**config.mk**
```make
export PLATFORM = sky130hd
export DESIGN_NAME = tscs_scheduler
export DESIGN_NICKNAME = d
export VERILOG_FILES = /design/src/verilog/tscs_pkg.sv /design/src/verilog/tscs_scheduler.sv
export SDC_FILE = /design/constraint.sdc
export NUM_CORES = 2
export LEC_CHECK = 0
export BUFFER_PORTS_ARGS = -buffer_cell sky130_fd_sc_hd__buf_2
export CORE_MARGIN = 2
export CORE_UTILIZATION = 58
export CTS_CLUSTER_SIZE = 30
export DETAILED_ROUTE_END_ITERATION = 12
export PLACE_DENSITY = 0.79
export SETUP_SLACK_MARGIN = 0.2
export SYNTH_ARGS = -nofsm -noshare
export SYNTH_HDL_FRONTEND = slang
export SYNTH_SLANG_ARGS = --single-unit
```
**constraint.sdc**
```tcl
create_clock -name clk -period 10.8 [get_ports clk]
set_clock_uncertainty 0.15 [all_clocks]
set_input_delay 2.16 -clock clk [delete_from_list [all_inputs] [get_ports clk]]
set_output_delay 2.16 -clock clk [all_outputs]
set_load 0.05 [all_outputs]
```
**src/verilog/tscs_pkg.sv**
```systemverilog
// Package for the timestamped sample capture scheduler.
// Holds parameter subindices, reset values, timing constants and the
// state and image structs. Assumes a 10 MHz device clock.
package tscs_pkg;

  // Device clock and timer step
  localparam int unsigned CLK_NS       = 100;
  localparam logic [31:0] NS_STEP      = 32'(CLK_NS);

  // Delays from the isochronous reference point
  localparam int unsigned OUT_DELAY_US = 200;
  localparam int unsigned IN_DELAY_US  = 230;
  localparam logic [11:0] OUT_DELAY_CYC = 12'((OUT_DELAY_US * 1000) / CLK_NS);
  localparam logic [11:0] IN_DELAY_CYC  = 12'((IN_DELAY_US * 1000) / CLK_NS);

  // Shortest free-running period, the 01h step
  localparam int unsigned FREE_BASE_NS = 62500;
  localparam int unsigned FREE_BASE_CYC = FREE_BASE_NS / CLK_NS;

  // Counter width for cycle lengths (bus period up to 104 ms at factor 04h)
  localparam int unsigned CNT_W = 22;

  // Parameter subindices (one byte each, starting at 01h)
  localparam logic [7:0] SX_DIAG_INTERRUPT_ENABLE   = 8'h01;
  localparam logic [7:0] SX_WIRE_BRK  = 8'h02;
  localparam logic [7:0] SX_FREE_CYC  = 8'h03;
  localparam logic [7:0] SX_OVERSMPL  = 8'h04;
  localparam logic [7:0] SX_ISO_FACT  = 8'h05;
  localparam logic [7:0] SX_CH0_FN    = 8'h06;
  localparam logic [7:0] SX_LAST      = 8'h0D;
  localparam int unsigned NUM_PARAMS  = 13;

  // Index of each byte in the parameter array (subindex minus one)
  localparam int unsigned IX_DIAG_INTERRUPT_ENABLE  = 0;
  localparam int unsigned IX_WIRE_BRK = 1;
  localparam int unsigned IX_FREE_CYC = 2;
  localparam int unsigned IX_OVERSMPL = 3;
  localparam int unsigned IX_ISO_FACT = 4;
  localparam int unsigned IX_CH0_FN   = 5;

  // Reset values
  localparam logic [7:0] RST_DIAG_INTERRUPT_ENABLE  = 8'h00;
  localparam logic [7:0] RST_WIRE_BRK = 8'h00;
  localparam logic [7:0] RST_FREE_CYC = 8'h05;
  localparam logic [7:0] RST_OVERSMPL = 8'h02;
  localparam logic [7:0] RST_ISO_FACT = 8'h02;
  localparam logic [7:0] RST_CH_FN    = 8'hFF;
  localparam logic [7:0] RST_CH_FILT  = 8'h00;

  // Encodings
  localparam logic [7:0] DIAG_ON      = 8'h40;
  localparam logic [7:0] CH_OFF       = 8'hFF;
  localparam logic [7:0] FREE_MIN     = 8'h01;
  localparam logic [7:0] FREE_MAX     = 8'h0A;
  localparam logic [7:0] OVS_MAX      = 8'h02;
  localparam logic [7:0] FACT_UNITY   = 8'h02;
  localparam logic [7:0] FACT_MAX     = 8'h04;

  typedef enum logic [1:0] {
    MODE_FREE = 2'b01,
    MODE_ISO  = 2'b10
  } tscs_mode_e;

  // Sixteen samples, channel-major, four slots per channel
  typedef logic [15:0][15:0] tscs_samples_t;

  typedef struct packed {
    tscs_samples_t samples;
    logic [31:0]   timestamp;
  } tscs_image_s;

  typedef struct packed {
    tscs_mode_e          mode;
    logic [31:0]         ns;
    logic [31:0]         ts_cur;
    tscs_samples_t       buf_s;
    tscs_image_s         img;
    logic [12:0][7:0]    prm;
    logic [CNT_W-1:0]    cyc_cnt;
    logic [CNT_W-1:0]    smp_cnt;
    logic [2:0]          smp_idx;
    logic [CNT_W-1:0]    bus_meas;
    logic [CNT_W-1:0]    bus_per;
    logic [1:0]          bus_cnt;
    logic [7:0]          osr_act;
    logic [7:0]          fact_act;
    logic                cfg_err;
    logic [11:0]         dly_cnt;
    logic                dly_run;
    logic                apply;
    logic                read;
    logic                img_valid;
    logic                smp_strobe;
    logic [7:0]          rdata;
    logic                diag_on;
    logic [3:0]          wbrk;
    logic [3:0]          ch_act;
  } tscs_state_s;

endpackage

```
**src/verilog/tscs_scheduler.sv**
```systemverilog
// Timestamped sample capture scheduler for a four-channel input module.
// Assumes the head module gives synchronous one-cycle pulses for the bus
// cycle and timer sync, a level for isochronous mode, and byte-wide
// parameter access by subindex. Converter data is valid whenever sampled.
//
// Functional notes
// - Output apply pulse 200us after reference
// - Input read pulse 230us after reference
// - 32-bit ns counter, head syncs it
// - Latch counter at each module cycle start
// - Iso: up to four samples, image at end
// - Image holds previous cycle's samples, timestamp
// - Oversampling change in iso raises error
// - Factor change in iso raises error
// - Iso mode ignores stored free cycle time
// - Half factor: second cycle overwrites first
// - Free mode: counter from start-up, unsynced
// - Free mode: fixed grid, image plus timestamp
// - Free mode period from cycle time select
// - Free mode stores but ignores factor
// - Diagnostics on at 40h, off at 00h
// - One byte per subindex from 01h
// - Function bytes reset FFh, channel 0 06h
// - Cycle factor resets 02h at 05h
// - Function FFh means channel not sampled
// - Oversampling 00h/01h/02h gives 1/2/4
// - Free cycle 01h..0Ah doubling, default 05h
// - Factor 00h..04h: quarter to quadruple
`timescale 1ns/10ps
`default_nettype none

module tscs_scheduler #(
  parameter int unsigned FREE_BASE_CYC = tscs_pkg::FREE_BASE_CYC
) (
  input  wire logic                 clk,
  input  wire logic                 reset,
  input  wire logic                 iso_mode,
  input  wire logic                 bus_cycle,
  input  wire logic                 timer_sync,
  input  wire logic [31:0]          timer_sync_value,
  input  wire logic [3:0][15:0]     adc_data,
  input  wire logic                 param_wr,
  input  wire logic                 param_rd,
  input  wire logic [7:0]           fieldbus_subindex,
  input  wire logic [7:0]           param_wdata,
  output logic      [7:0]           param_rdata,
  output tscs_pkg::tscs_image_s     input_image_area,
  output logic                      image_valid,
  output logic                      sample_strobe,
  output logic                      output_apply,
  output logic                      input_read,
  output logic                      iso_config_error,
  output logic [31:0]               ns_timer,
  output logic [3:0]                channel_active,
  output logic                      diag_interrupt_enable,
  output logic [3:0]                wire_break_enable
);

  tscs_pkg::tscs_state_s q, d;

  // Samples per cycle as a shift: 00h one, 01h two, 02h four
  function automatic logic [1:0] ovs_shift(input logic [7:0] v);
    ovs_shift = (v > tscs_pkg::OVS_MAX) ? 2'h2 : v[1:0];
  endfunction

  // Free period doubles per step from the 62.5us base
  function automatic logic [tscs_pkg::CNT_W-1:0] free_len(
    input logic [7:0] v
  );
    logic [7:0] s;
    s = v;
    if (v < tscs_pkg::FREE_MIN || v > tscs_pkg::FREE_MAX)
      s = tscs_pkg::RST_FREE_CYC;
    free_len = tscs_pkg::CNT_W'(FREE_BASE_CYC) << (s - 8'h01);
  endfunction

  // Parameter array index of a subindex
  function automatic logic [3:0] prm_ix(input logic [7:0] sx);
    prm_ix = 4'(sx - 8'h01);
  endfunction

  logic [tscs_pkg::CNT_W-1:0] cyc_len;
  logic [tscs_pkg::CNT_W-1:0] smp_gap;
  logic [7:0]                 fact;
  logic [2:0]                 smp_n;
  logic                       iso_rise;
  logic                       iso_fall;
  logic                       boundary;
  logic                       take;
  logic                       sx_ok;

  // Module cycle length and sample spacing for the active settings
  always_comb
  begin
    fact     = (q.fact_act > tscs_pkg::FACT_MAX) ? tscs_pkg::FACT_UNITY
                                                 : q.fact_act;
    iso_rise = iso_mode && q.mode == tscs_pkg::MODE_FREE;
    iso_fall = !iso_mode && q.mode == tscs_pkg::MODE_ISO;
    if (q.mode == tscs_pkg::MODE_ISO)
    begin
      if (fact >= tscs_pkg::FACT_UNITY)
        cyc_len = q.bus_per << (fact - tscs_pkg::FACT_UNITY);
      else
        cyc_len = q.bus_per >> (tscs_pkg::FACT_UNITY - fact);
    end
    else
      cyc_len = free_len(q.prm[tscs_pkg::IX_FREE_CYC]);
    smp_gap = cyc_len >> ovs_shift(q.osr_act);
    smp_n   = 3'h1 << ovs_shift(q.osr_act);
  end

  // Cycle boundary: bus marker in iso mode (and own counter below unity factor), own counter otherwise
  always_comb
  begin
    boundary = 1'b0;
    unique case (q.mode)
      tscs_pkg::MODE_ISO:
      begin
        if (fact >= tscs_pkg::FACT_UNITY)
          boundary = bus_cycle &&
                     q.bus_cnt == 2'((3'h1 << (fact - 8'h02)) - 3'h1);
        else // Sub-cycles end early; the last one wins the bus read
          boundary = bus_cycle || (cyc_len != '0 &&
                     q.cyc_cnt >= cyc_len - 1'b1);
      end
      // Compare with >= so a shortened period ends the running cycle
      // at once instead of waiting for the counter to wrap
      tscs_pkg::MODE_FREE:
        boundary = q.cyc_cnt >= cyc_len - 1'b1;
    endcase
    take = boundary || (q.smp_idx < smp_n && smp_gap != '0 &&
           q.smp_cnt == smp_gap - 1'b1);
    sx_ok = fieldbus_subindex >= tscs_pkg::SX_DIAG_INTERRUPT_ENABLE &&
            fieldbus_subindex <= tscs_pkg::SX_LAST;
  end

  // Next state
  always_comb
  begin
    d = q;
    d.apply      = 1'b0;
    d.read       = 1'b0;
    d.img_valid  = 1'b0;
    d.smp_strobe = 1'b0;

    // Timer runs from start-up; head may reload it
    d.ns = q.ns + tscs_pkg::NS_STEP;
    if (timer_sync)
      d.ns = timer_sync_value;

    // Parameter access, one byte per subindex
    if (param_wr && sx_ok)
    begin
      d.prm[prm_ix(fieldbus_subindex)] = param_wdata;
      if (q.mode == tscs_pkg::MODE_ISO &&
          (fieldbus_subindex == tscs_pkg::SX_OVERSMPL ||
           fieldbus_subindex == tscs_pkg::SX_ISO_FACT))
        d.cfg_err = 1'b1;
    end
    if (param_rd)
      d.rdata = sx_ok ? q.prm[prm_ix(fieldbus_subindex)] : 8'h00;

    // Decoded enables kept in flops so the outputs are registered
    d.diag_on = d.prm[tscs_pkg::IX_DIAG_INTERRUPT_ENABLE] == tscs_pkg::DIAG_ON;
    d.wbrk    = d.prm[tscs_pkg::IX_WIRE_BRK][3:0];
    for (int ch = 0; ch < 4; ch++)
    begin
      d.ch_act[ch] =
        d.prm[tscs_pkg::IX_CH0_FN + 2 * ch] != tscs_pkg::CH_OFF;
    end

    // Oversampling follows the byte while free running
    if (q.mode == tscs_pkg::MODE_FREE)
      d.osr_act = q.prm[tscs_pkg::IX_OVERSMPL];

    // Mode changes apply pending settings and restart the cycle
    if (iso_rise || iso_fall)
    begin
      d.mode     = iso_rise ? tscs_pkg::MODE_ISO : tscs_pkg::MODE_FREE;
      d.osr_act  = q.prm[tscs_pkg::IX_OVERSMPL];
      d.cfg_err  = 1'b0;
      d.cyc_cnt  = '0;
      d.smp_cnt  = '0;
      d.bus_cnt  = 2'h0;
      if (iso_rise)
        d.fact_act = q.prm[tscs_pkg::IX_ISO_FACT];
    end
    else
    begin
      d.cyc_cnt = q.cyc_cnt + 1'b1;
      d.smp_cnt = q.smp_cnt + 1'b1;

      // Sampling grid within the cycle
      if (take)
      begin
        d.smp_cnt    = '0;
        d.smp_strobe = 1'b1;
        if (boundary)
        begin
          // Publish the finished cycle, start collecting the next
          d.img.samples   = q.buf_s;
          d.img.timestamp = q.ts_cur;
          d.img_valid     = 1'b1;
          d.ts_cur        = q.ns;
          d.cyc_cnt       = '0;
          d.buf_s         = '0;
        end
        for (int ch = 0; ch < 4; ch++)
        begin
          if (q.prm[tscs_pkg::IX_CH0_FN + 2 * ch] != tscs_pkg::CH_OFF)
            d.buf_s[ch * 4 + (boundary ? 0 : int'(q.smp_idx[1:0]))] =
              adc_data[ch];
        end
        d.smp_idx = boundary ? 3'h1 : q.smp_idx + 3'h1;
      end
    end

    // Bus period measurement and divider for slower factors
    d.bus_meas = q.bus_meas + 1'b1;
    if (bus_cycle)
    begin
      d.bus_per  = q.bus_meas + 1'b1;
      d.bus_meas = '0;
      if (q.mode == tscs_pkg::MODE_ISO && !iso_fall)
        d.bus_cnt = boundary ? 2'h0 : q.bus_cnt + 2'h1;
      d.dly_cnt = 12'h000;
      d.dly_run = q.mode == tscs_pkg::MODE_ISO;
    end
    else if (q.dly_run)
    begin
      // Provision delays from the reference point
      d.dly_cnt = q.dly_cnt + 12'h001;
      if (q.dly_cnt == tscs_pkg::OUT_DELAY_CYC - 12'h001)
        d.apply = 1'b1;
      if (q.dly_cnt == tscs_pkg::IN_DELAY_CYC - 12'h001)
      begin
        d.read    = 1'b1;
        d.dly_run = 1'b0;
      end
    end
  end

  // State register; parameters take their defaults at reset
  always_ff @(posedge clk)
  begin
    if (reset)
    begin
      q <= '0;
      q.mode <= tscs_pkg::MODE_FREE;
      q.prm[tscs_pkg::IX_DIAG_INTERRUPT_ENABLE]  <= tscs_pkg::RST_DIAG_INTERRUPT_ENABLE;
      q.prm[tscs_pkg::IX_WIRE_BRK] <= tscs_pkg::RST_WIRE_BRK;
      q.prm[tscs_pkg::IX_FREE_CYC] <= tscs_pkg::RST_FREE_CYC;
      q.prm[tscs_pkg::IX_OVERSMPL] <= tscs_pkg::RST_OVERSMPL;
      q.prm[tscs_pkg::IX_ISO_FACT] <= tscs_pkg::RST_ISO_FACT;
      for (int ch = 0; ch < 4; ch++)
      begin
        q.prm[tscs_pkg::IX_CH0_FN + 2 * ch]     <= tscs_pkg::RST_CH_FN;
        q.prm[tscs_pkg::IX_CH0_FN + 2 * ch + 1] <= tscs_pkg::RST_CH_FILT;
      end
      q.osr_act  <= tscs_pkg::RST_OVERSMPL;
      q.fact_act <= tscs_pkg::RST_ISO_FACT;
    end
    else
      q <= d;
  end

  // Outputs straight from the state register
  assign param_rdata           = q.rdata;
  assign input_image_area      = q.img;
  assign image_valid           = q.img_valid;
  assign sample_strobe         = q.smp_strobe;
  assign output_apply          = q.apply;
  assign input_read            = q.read;
  assign iso_config_error      = q.cfg_err;
  assign ns_timer              = q.ns;
  assign diag_interrupt_enable = q.diag_on;
  assign wire_break_enable     = q.wbrk;
  assign channel_active        = q.ch_act;

endmodule

`default_nettype wire

```
# After elaboration in Yosys (flattened, before gate mapping)
# Index checks and enable logic that the tools add are counted.
[totals]
register_bits = 854
inputBits = 119
out_inout_bits = 342
wordCells = 226
[classes]
addsub = 17
n_lt_le_gt_ge = 19
n_eq_ne = 18
n_shift = 6
muxes = 61
bitwise_logic = 3
reduce_logical = 34
[op_table]
columns = ["operator", "n"]
rows = [
  ["2-to-1 mux 256 bit", 10],
  ["2-to-1 mux 576 bit", 3],
  ["bitwise mux 256 bit", 4],
  ["demux 16 bit (select 4 bit)", 4],
  ["bitwise mux 104 bit", 1],
  ["greater-or-equal comparator 32 x 1 -> 1 bit (second input constant)", 3],
  ["less-than comparator 32 x 6 -> 1 bit (second input constant)", 3],
  ["2-to-1 mux 96 bit", 1],
  ["adder 22 x 1 -> 22 bit (second input constant)", 3],
  ["2-to-1 mux 22 bit", 3],
  ["2-to-1 mux 16 bit", 4],
  ["2-to-1 mux 8 bit", 8],
  ["!= test 8 bit (second input constant)", 8],
  ["2-to-1 mux 47 bit", 1],
  ["nonzero test 22 bit", 2],
  ["subtractor 22 x 1 -> 22 bit (second input constant)", 2],
  ["adder 32 x 7 -> 32 bit (second input constant)", 1],
  ["adder 4 x 32 -> 32 bit (first input constant)", 1],
  ["adder 5 x 32 -> 32 bit (first input constant)", 1],
  ["binary-select mux 8 bit (select 4 bit)", 1],
  ["demux 8 bit (select 4 bit)", 1],
  ["2-to-1 mux 32 bit", 1],
  ["equality test 22 bit", 1],
  ["greater-or-equal comparator 22 bit", 1],
  ["other kinds (49)", 90],
]

# Depth between registers and ports, before layout
[logic_depth]
ltp_word = 32
mapped_depth = 37
ltp_nobuf = 29

# Worst setup path before layout
# Ideal clock, no wire load.
[synth_path]
path_kind = "reg-to-reg"
startpoint = "register q[42] (netlist name)"
endpoint = "register q[605] (netlist name)"
setup_time_ns = 0.061
arrival_time_ns = 7.243
t_required_ns = 10.589
path_slack_ns = 3.347
stages_incl_launch_ff = 36
path_buffers = 9
synth_period_minus_slack_ns = 7.453
cell_sequence = "dfxtp_1 nor4_1 buf_2 buf_2 nand2_1 ha_1 clkbuf_1 clkbuf_1 clkbuf_1 a211oi_1 o31a_1 a2111o_1 inv_1 nand3_1 or2_2 clkbuf_1 or3b_2 inv_1 nand2_1 xnor2_1 ha_1 a21o_1 a21o_1 a21oi_1 o21ai_0 a2111oi_0 o21ai_0 a21oi_1 a211o_1 buf_4 nand2b_1 buf_4 nand2_1 a31oi_2 buf_2 a32o_1"
[synth_between]
elab_chain_len = 31
word_cells_on_any_way = 69
cone_classes = "8 x add/sub; 11 x order compare; 2 x eq/ne; 4 x shift; 31 x mux; 13 x reduce/logical"
[synth_rtl]
columns = ["element", "line", "text"]
rows = [
  ["from (decl)", "tscs_scheduler.sv:59", "tscs_pkg::tscs_state_s q, d;"],
  ["greater-than comparator 8 x 3 -> 1 bit", "tscs_scheduler.sv:95", "fact = (q.fact_act > tscs_pkg::FACT_MAX) ? tscs_pkg::FACT_UNITY"],
  ["2-to-1 mux 8 bit *", "tscs_scheduler.sv:95", ""],
  ["branches (longest 29 deep; another with adder 4 x 32 -> 32 bit)", "--", ""],
]
# Mark *: on every way between the ends. The select of a mux whose other input is x is not followed.
# A chain may end at the register's enable or synchronous reset.

# Worst setup path after layout
[layout_path]
startpoint = "register q[35] (netlist name)"
endpoint = "register q[614] (netlist name)"
# Same word-level chain as after synthesis.

==> impl_metrics.env <==
export IMPL_status="completed"
export IMPL_grt_pass1_wl_mm=185
export IMPL_worst_skew_pair_late_latency_ps=650
export IMPL_ctsHoldBuffers=0
export IMPL_seqPwrFrac_pct=46.0
export IMPL_grt_pass1_vias=33400
export IMPL_die_w_um=272
export IMPL_die_height_um=272
export IMPL_post_dp_hpwl_mm=79.5
export IMPL_hold_viol=0
export IMPL_area_growth_pct=7.10
export IMPL_slew_headroom_pct=21.6
export IMPL_nNetsFinal=5049
export IMPL_cts_tree="built"
export IMPL_path_buf_inv=3
export IMPL_slew_violations=0
export IMPL_ir_worst_vdd_uv=125
export IMPL_drv_cap=0
export IMPL_grt_overflow_total=0
export IMPL_power_density_nw_per_um2=156
export IMPL_crit_type="flop to flop"
export IMPL_synth_edf_count=0
export IMPL_async_flop_share_pct=0
export IMPL_worstPathArrival_ps=9700
export IMPL_layout_common_cells="dfxtp_1, nand2_1, a21oi_1"
export IMPL_setup_viol=0
export IMPL_synth_distinct_cells=99
export IMPL_finalWirelength_mm=120
export IMPL_seq_area_frac_synth_pct=41.1
export IMPL_io_buffers=460
export IMPL_timing_fmax_mhz=108
export IMPL_clk_pin_slew_ps=70
export IMPL_post_cts_resized=0
export IMPL_synthCells=5032
export IMPL_fin_area_sq_um=44600
export IMPL_syn_area_per_cell_sq_um=8.27
export IMPL_viasPerCell=6.16
export IMPL_cts_sinks=854
export IMPL_intPower_w=0.00521
export IMPL_post_route_period_util_pct=85.7
export IMPL_path_max_fanout=40
export IMPL_die_area_sq_um=73900
export IMPL_syn_area_sq_um=41600
export IMPL_cp_start_kind="flop"
export IMPL_grt_max_degree=197
export IMPL_layout_commonest_cell="dfxtp_1"
export IMPL_swShare_pct=25.2
export IMPL_drc=0
export IMPL_p_comb_share_pct=7.5
export IMPL_place_area_sq_um=41400
export IMPL_drt_iter0_markers=4006
export IMPL_yosys_warnings=0
export IMPL_max_stage_delay_ps=870
export IMPL_grtUsageTotal_pct=30.7
export IMPL_synth_seq_cells=854
export IMPL_drive_gt1_share_pct=15.4
export IMPL_p_leak_nw=16.3
export IMPL_cts_htree_levels=3
export IMPL_synth_nets=5195
export IMPL_antenna_found_initial=6
export IMPL_wire_per_inst_um=20.2
export IMPL_fp_coreArea_sq_um=71200
export IMPL_hold_path_class="flop to flop"
export IMPL_synth_top_flop_cell="dfxtp_1"
export IMPL_boundaryPins=461
export IMPL_cp_top_family="compound AO/OA/AOI/OAI gates"
export IMPL_ant_nets=0
export IMPL_worstMarginPinSlew_ps=1170
export IMPL_cts_max_path_buffers=3
export IMPL_cts_made_buffers=89
export IMPL_fillers=6090
export IMPL_ctsRootBufferMaster="clkbuf_16"
export IMPL_post_cts_buffers=0
export IMPL_finalSetupTns_ps=0
export IMPL_required_ps=11240
export IMPL_layout_min_cycle_time_ps=9250
export IMPL_start_util_pct=58.4
export IMPL_vias=36400
export IMPL_num_rows=98
export IMPL_drt_first_pass_iters=8
export IMPL_place_congestion=0.991
export IMPL_pwr_share_clk_pct=46.5
export IMPL_switchingPower_w=0.00175
export IMPL_rrSetupSlack_ps=1550
export IMPL_rsz0062_at_grt="false"
export IMPL_slowest_stage="a31oi_2"
export IMPL_end_kind="flop"
-- through the flow --
stage / cells / power [W] / util [%] / hold slack (ps) / setup WS (ps)
floorplan: 5032 / 0.00363 / - / 281 / 3350
detailed placement: 5745 / 0.00378 / 58.1 / 294 / 1680
CTS: 5909 / 0.00700 / 62.6 / 293 / 1690
global placement: 5745 / 0.00378 / 58.1 / 286 / 1800
global route: 5911 / 0.00718 / 62.6 / 314 / 898
finish: 5911 / 0.00697 / 62.6 / 288 / 1550
-- synth_stat cells, types with 45 or more instances --
cell | count | share of area [%]
a21oi_1 | 605 | 7.3
nor2b_1 | 82 | 1.2
a32o_1 | 66 | 1.6
dfxtp_1 | 854 | 41
nor2_1 | 359 | 3.2
buf_2 | 80 | 0.96
mux2i_1 | 144 | 3.5
nand4_1 | 50 | 0.75
xnor2_1 | 82 | 1.7
and3_1 | 45 | 0.68
clkbuf_1 | 303 | 2.7
nand2_1 | 795 | 7.2
nor3_1 | 55 | 0.66
buf_4 | 340 | 6.1
o211ai_1 | 208 | 3.8
nand3_1 | 280 | 3.4
xor2_1 | 74 | 1.6
o21ai_0 | 54 | 0.65
-- worst paths after layout --
path,start,end,cells after the start
setup reg to reg,q[35],q[614],29
setup / recovery,q[35],q[614],29
hold / removal,q[809],input_image_area[17],2
hold reg to reg,q[809],input_image_area[17],2
-- layer usage --
metal  up-vias  wire (um)  share of wire (%)  track usage, %
met4         6       5450                4.6            14.5
met1     17400      49000                 41            40.3
met2      1700      54900                 46            49.0
met3       342      10100                8.5            5.69
li1      17000          -                  -               -
met5         -         41              0.034               0
-- layout make-up --
class | count | area, sq um | share of cell area [%]
well taps | 950 | 1190 | 2.67
multi-input cells | 3393 | 20200 | 45.3
clock buffers | 120 | 2520 | 5.66
flip-flops and latches | 854 | 17100 | 38.4
inverters | 35 | 136 | 0.306
repair buffers | 513 | 2790 | 6.25
diodes | 2 | 5.00 | 0.0112
clock inverters | 44 | 637 | 1.43
-- cells by family (layout without fill, tap and decap cells) --
logic type	count (synthesis)	count (layout)	share of synthesized area (%)
xor gates and xnor gates	156	156	3.28
DFF	854	854	41.1
other	0	2	0
AOI/OAI and AO/OA	1195	1195	18.5
and+or+nand+nor	1813	1813	19.9
muxes	185	185	5.38
buffers and inverters	785	712	10.5
adders and majority gates	44	44	1.32
-- registers in the layout, indices dropped and copies added (netlist names) --
| register | flops |
|---|---|
| diag_interrupt_enable | 1 |
| iso_config_error | 1 |
| input_image_area | 288 |
| q | 516 |
| channel_active | 4 |
| param_rdata | 8 |
| sample_strobe | 1 |
| input_read | 1 |
| ns_timer | 32 |
| output_apply | 1 |
| image_valid | 1 |
-- power by group through the flow --
stage,sequential [W],combinational (W),clock [W]
after floorplan,0.00326,0.000375,0
after global placement,0.00327,0.000510,0
after detailed placement,0.00327,0.000511,0
after CTS,0.00320,0.000512,0.00328
after global routing,0.00320,0.000557,0.00341
final,0.00320,0.000522,0.00324
-- worst min-delay path, stage by stage (launching register included) --
cell and delay (ps):
dfxtp_1 310, nand2_1 50, a21oi_1 50
No activity file was read; power rests on OpenSTA's default activity.
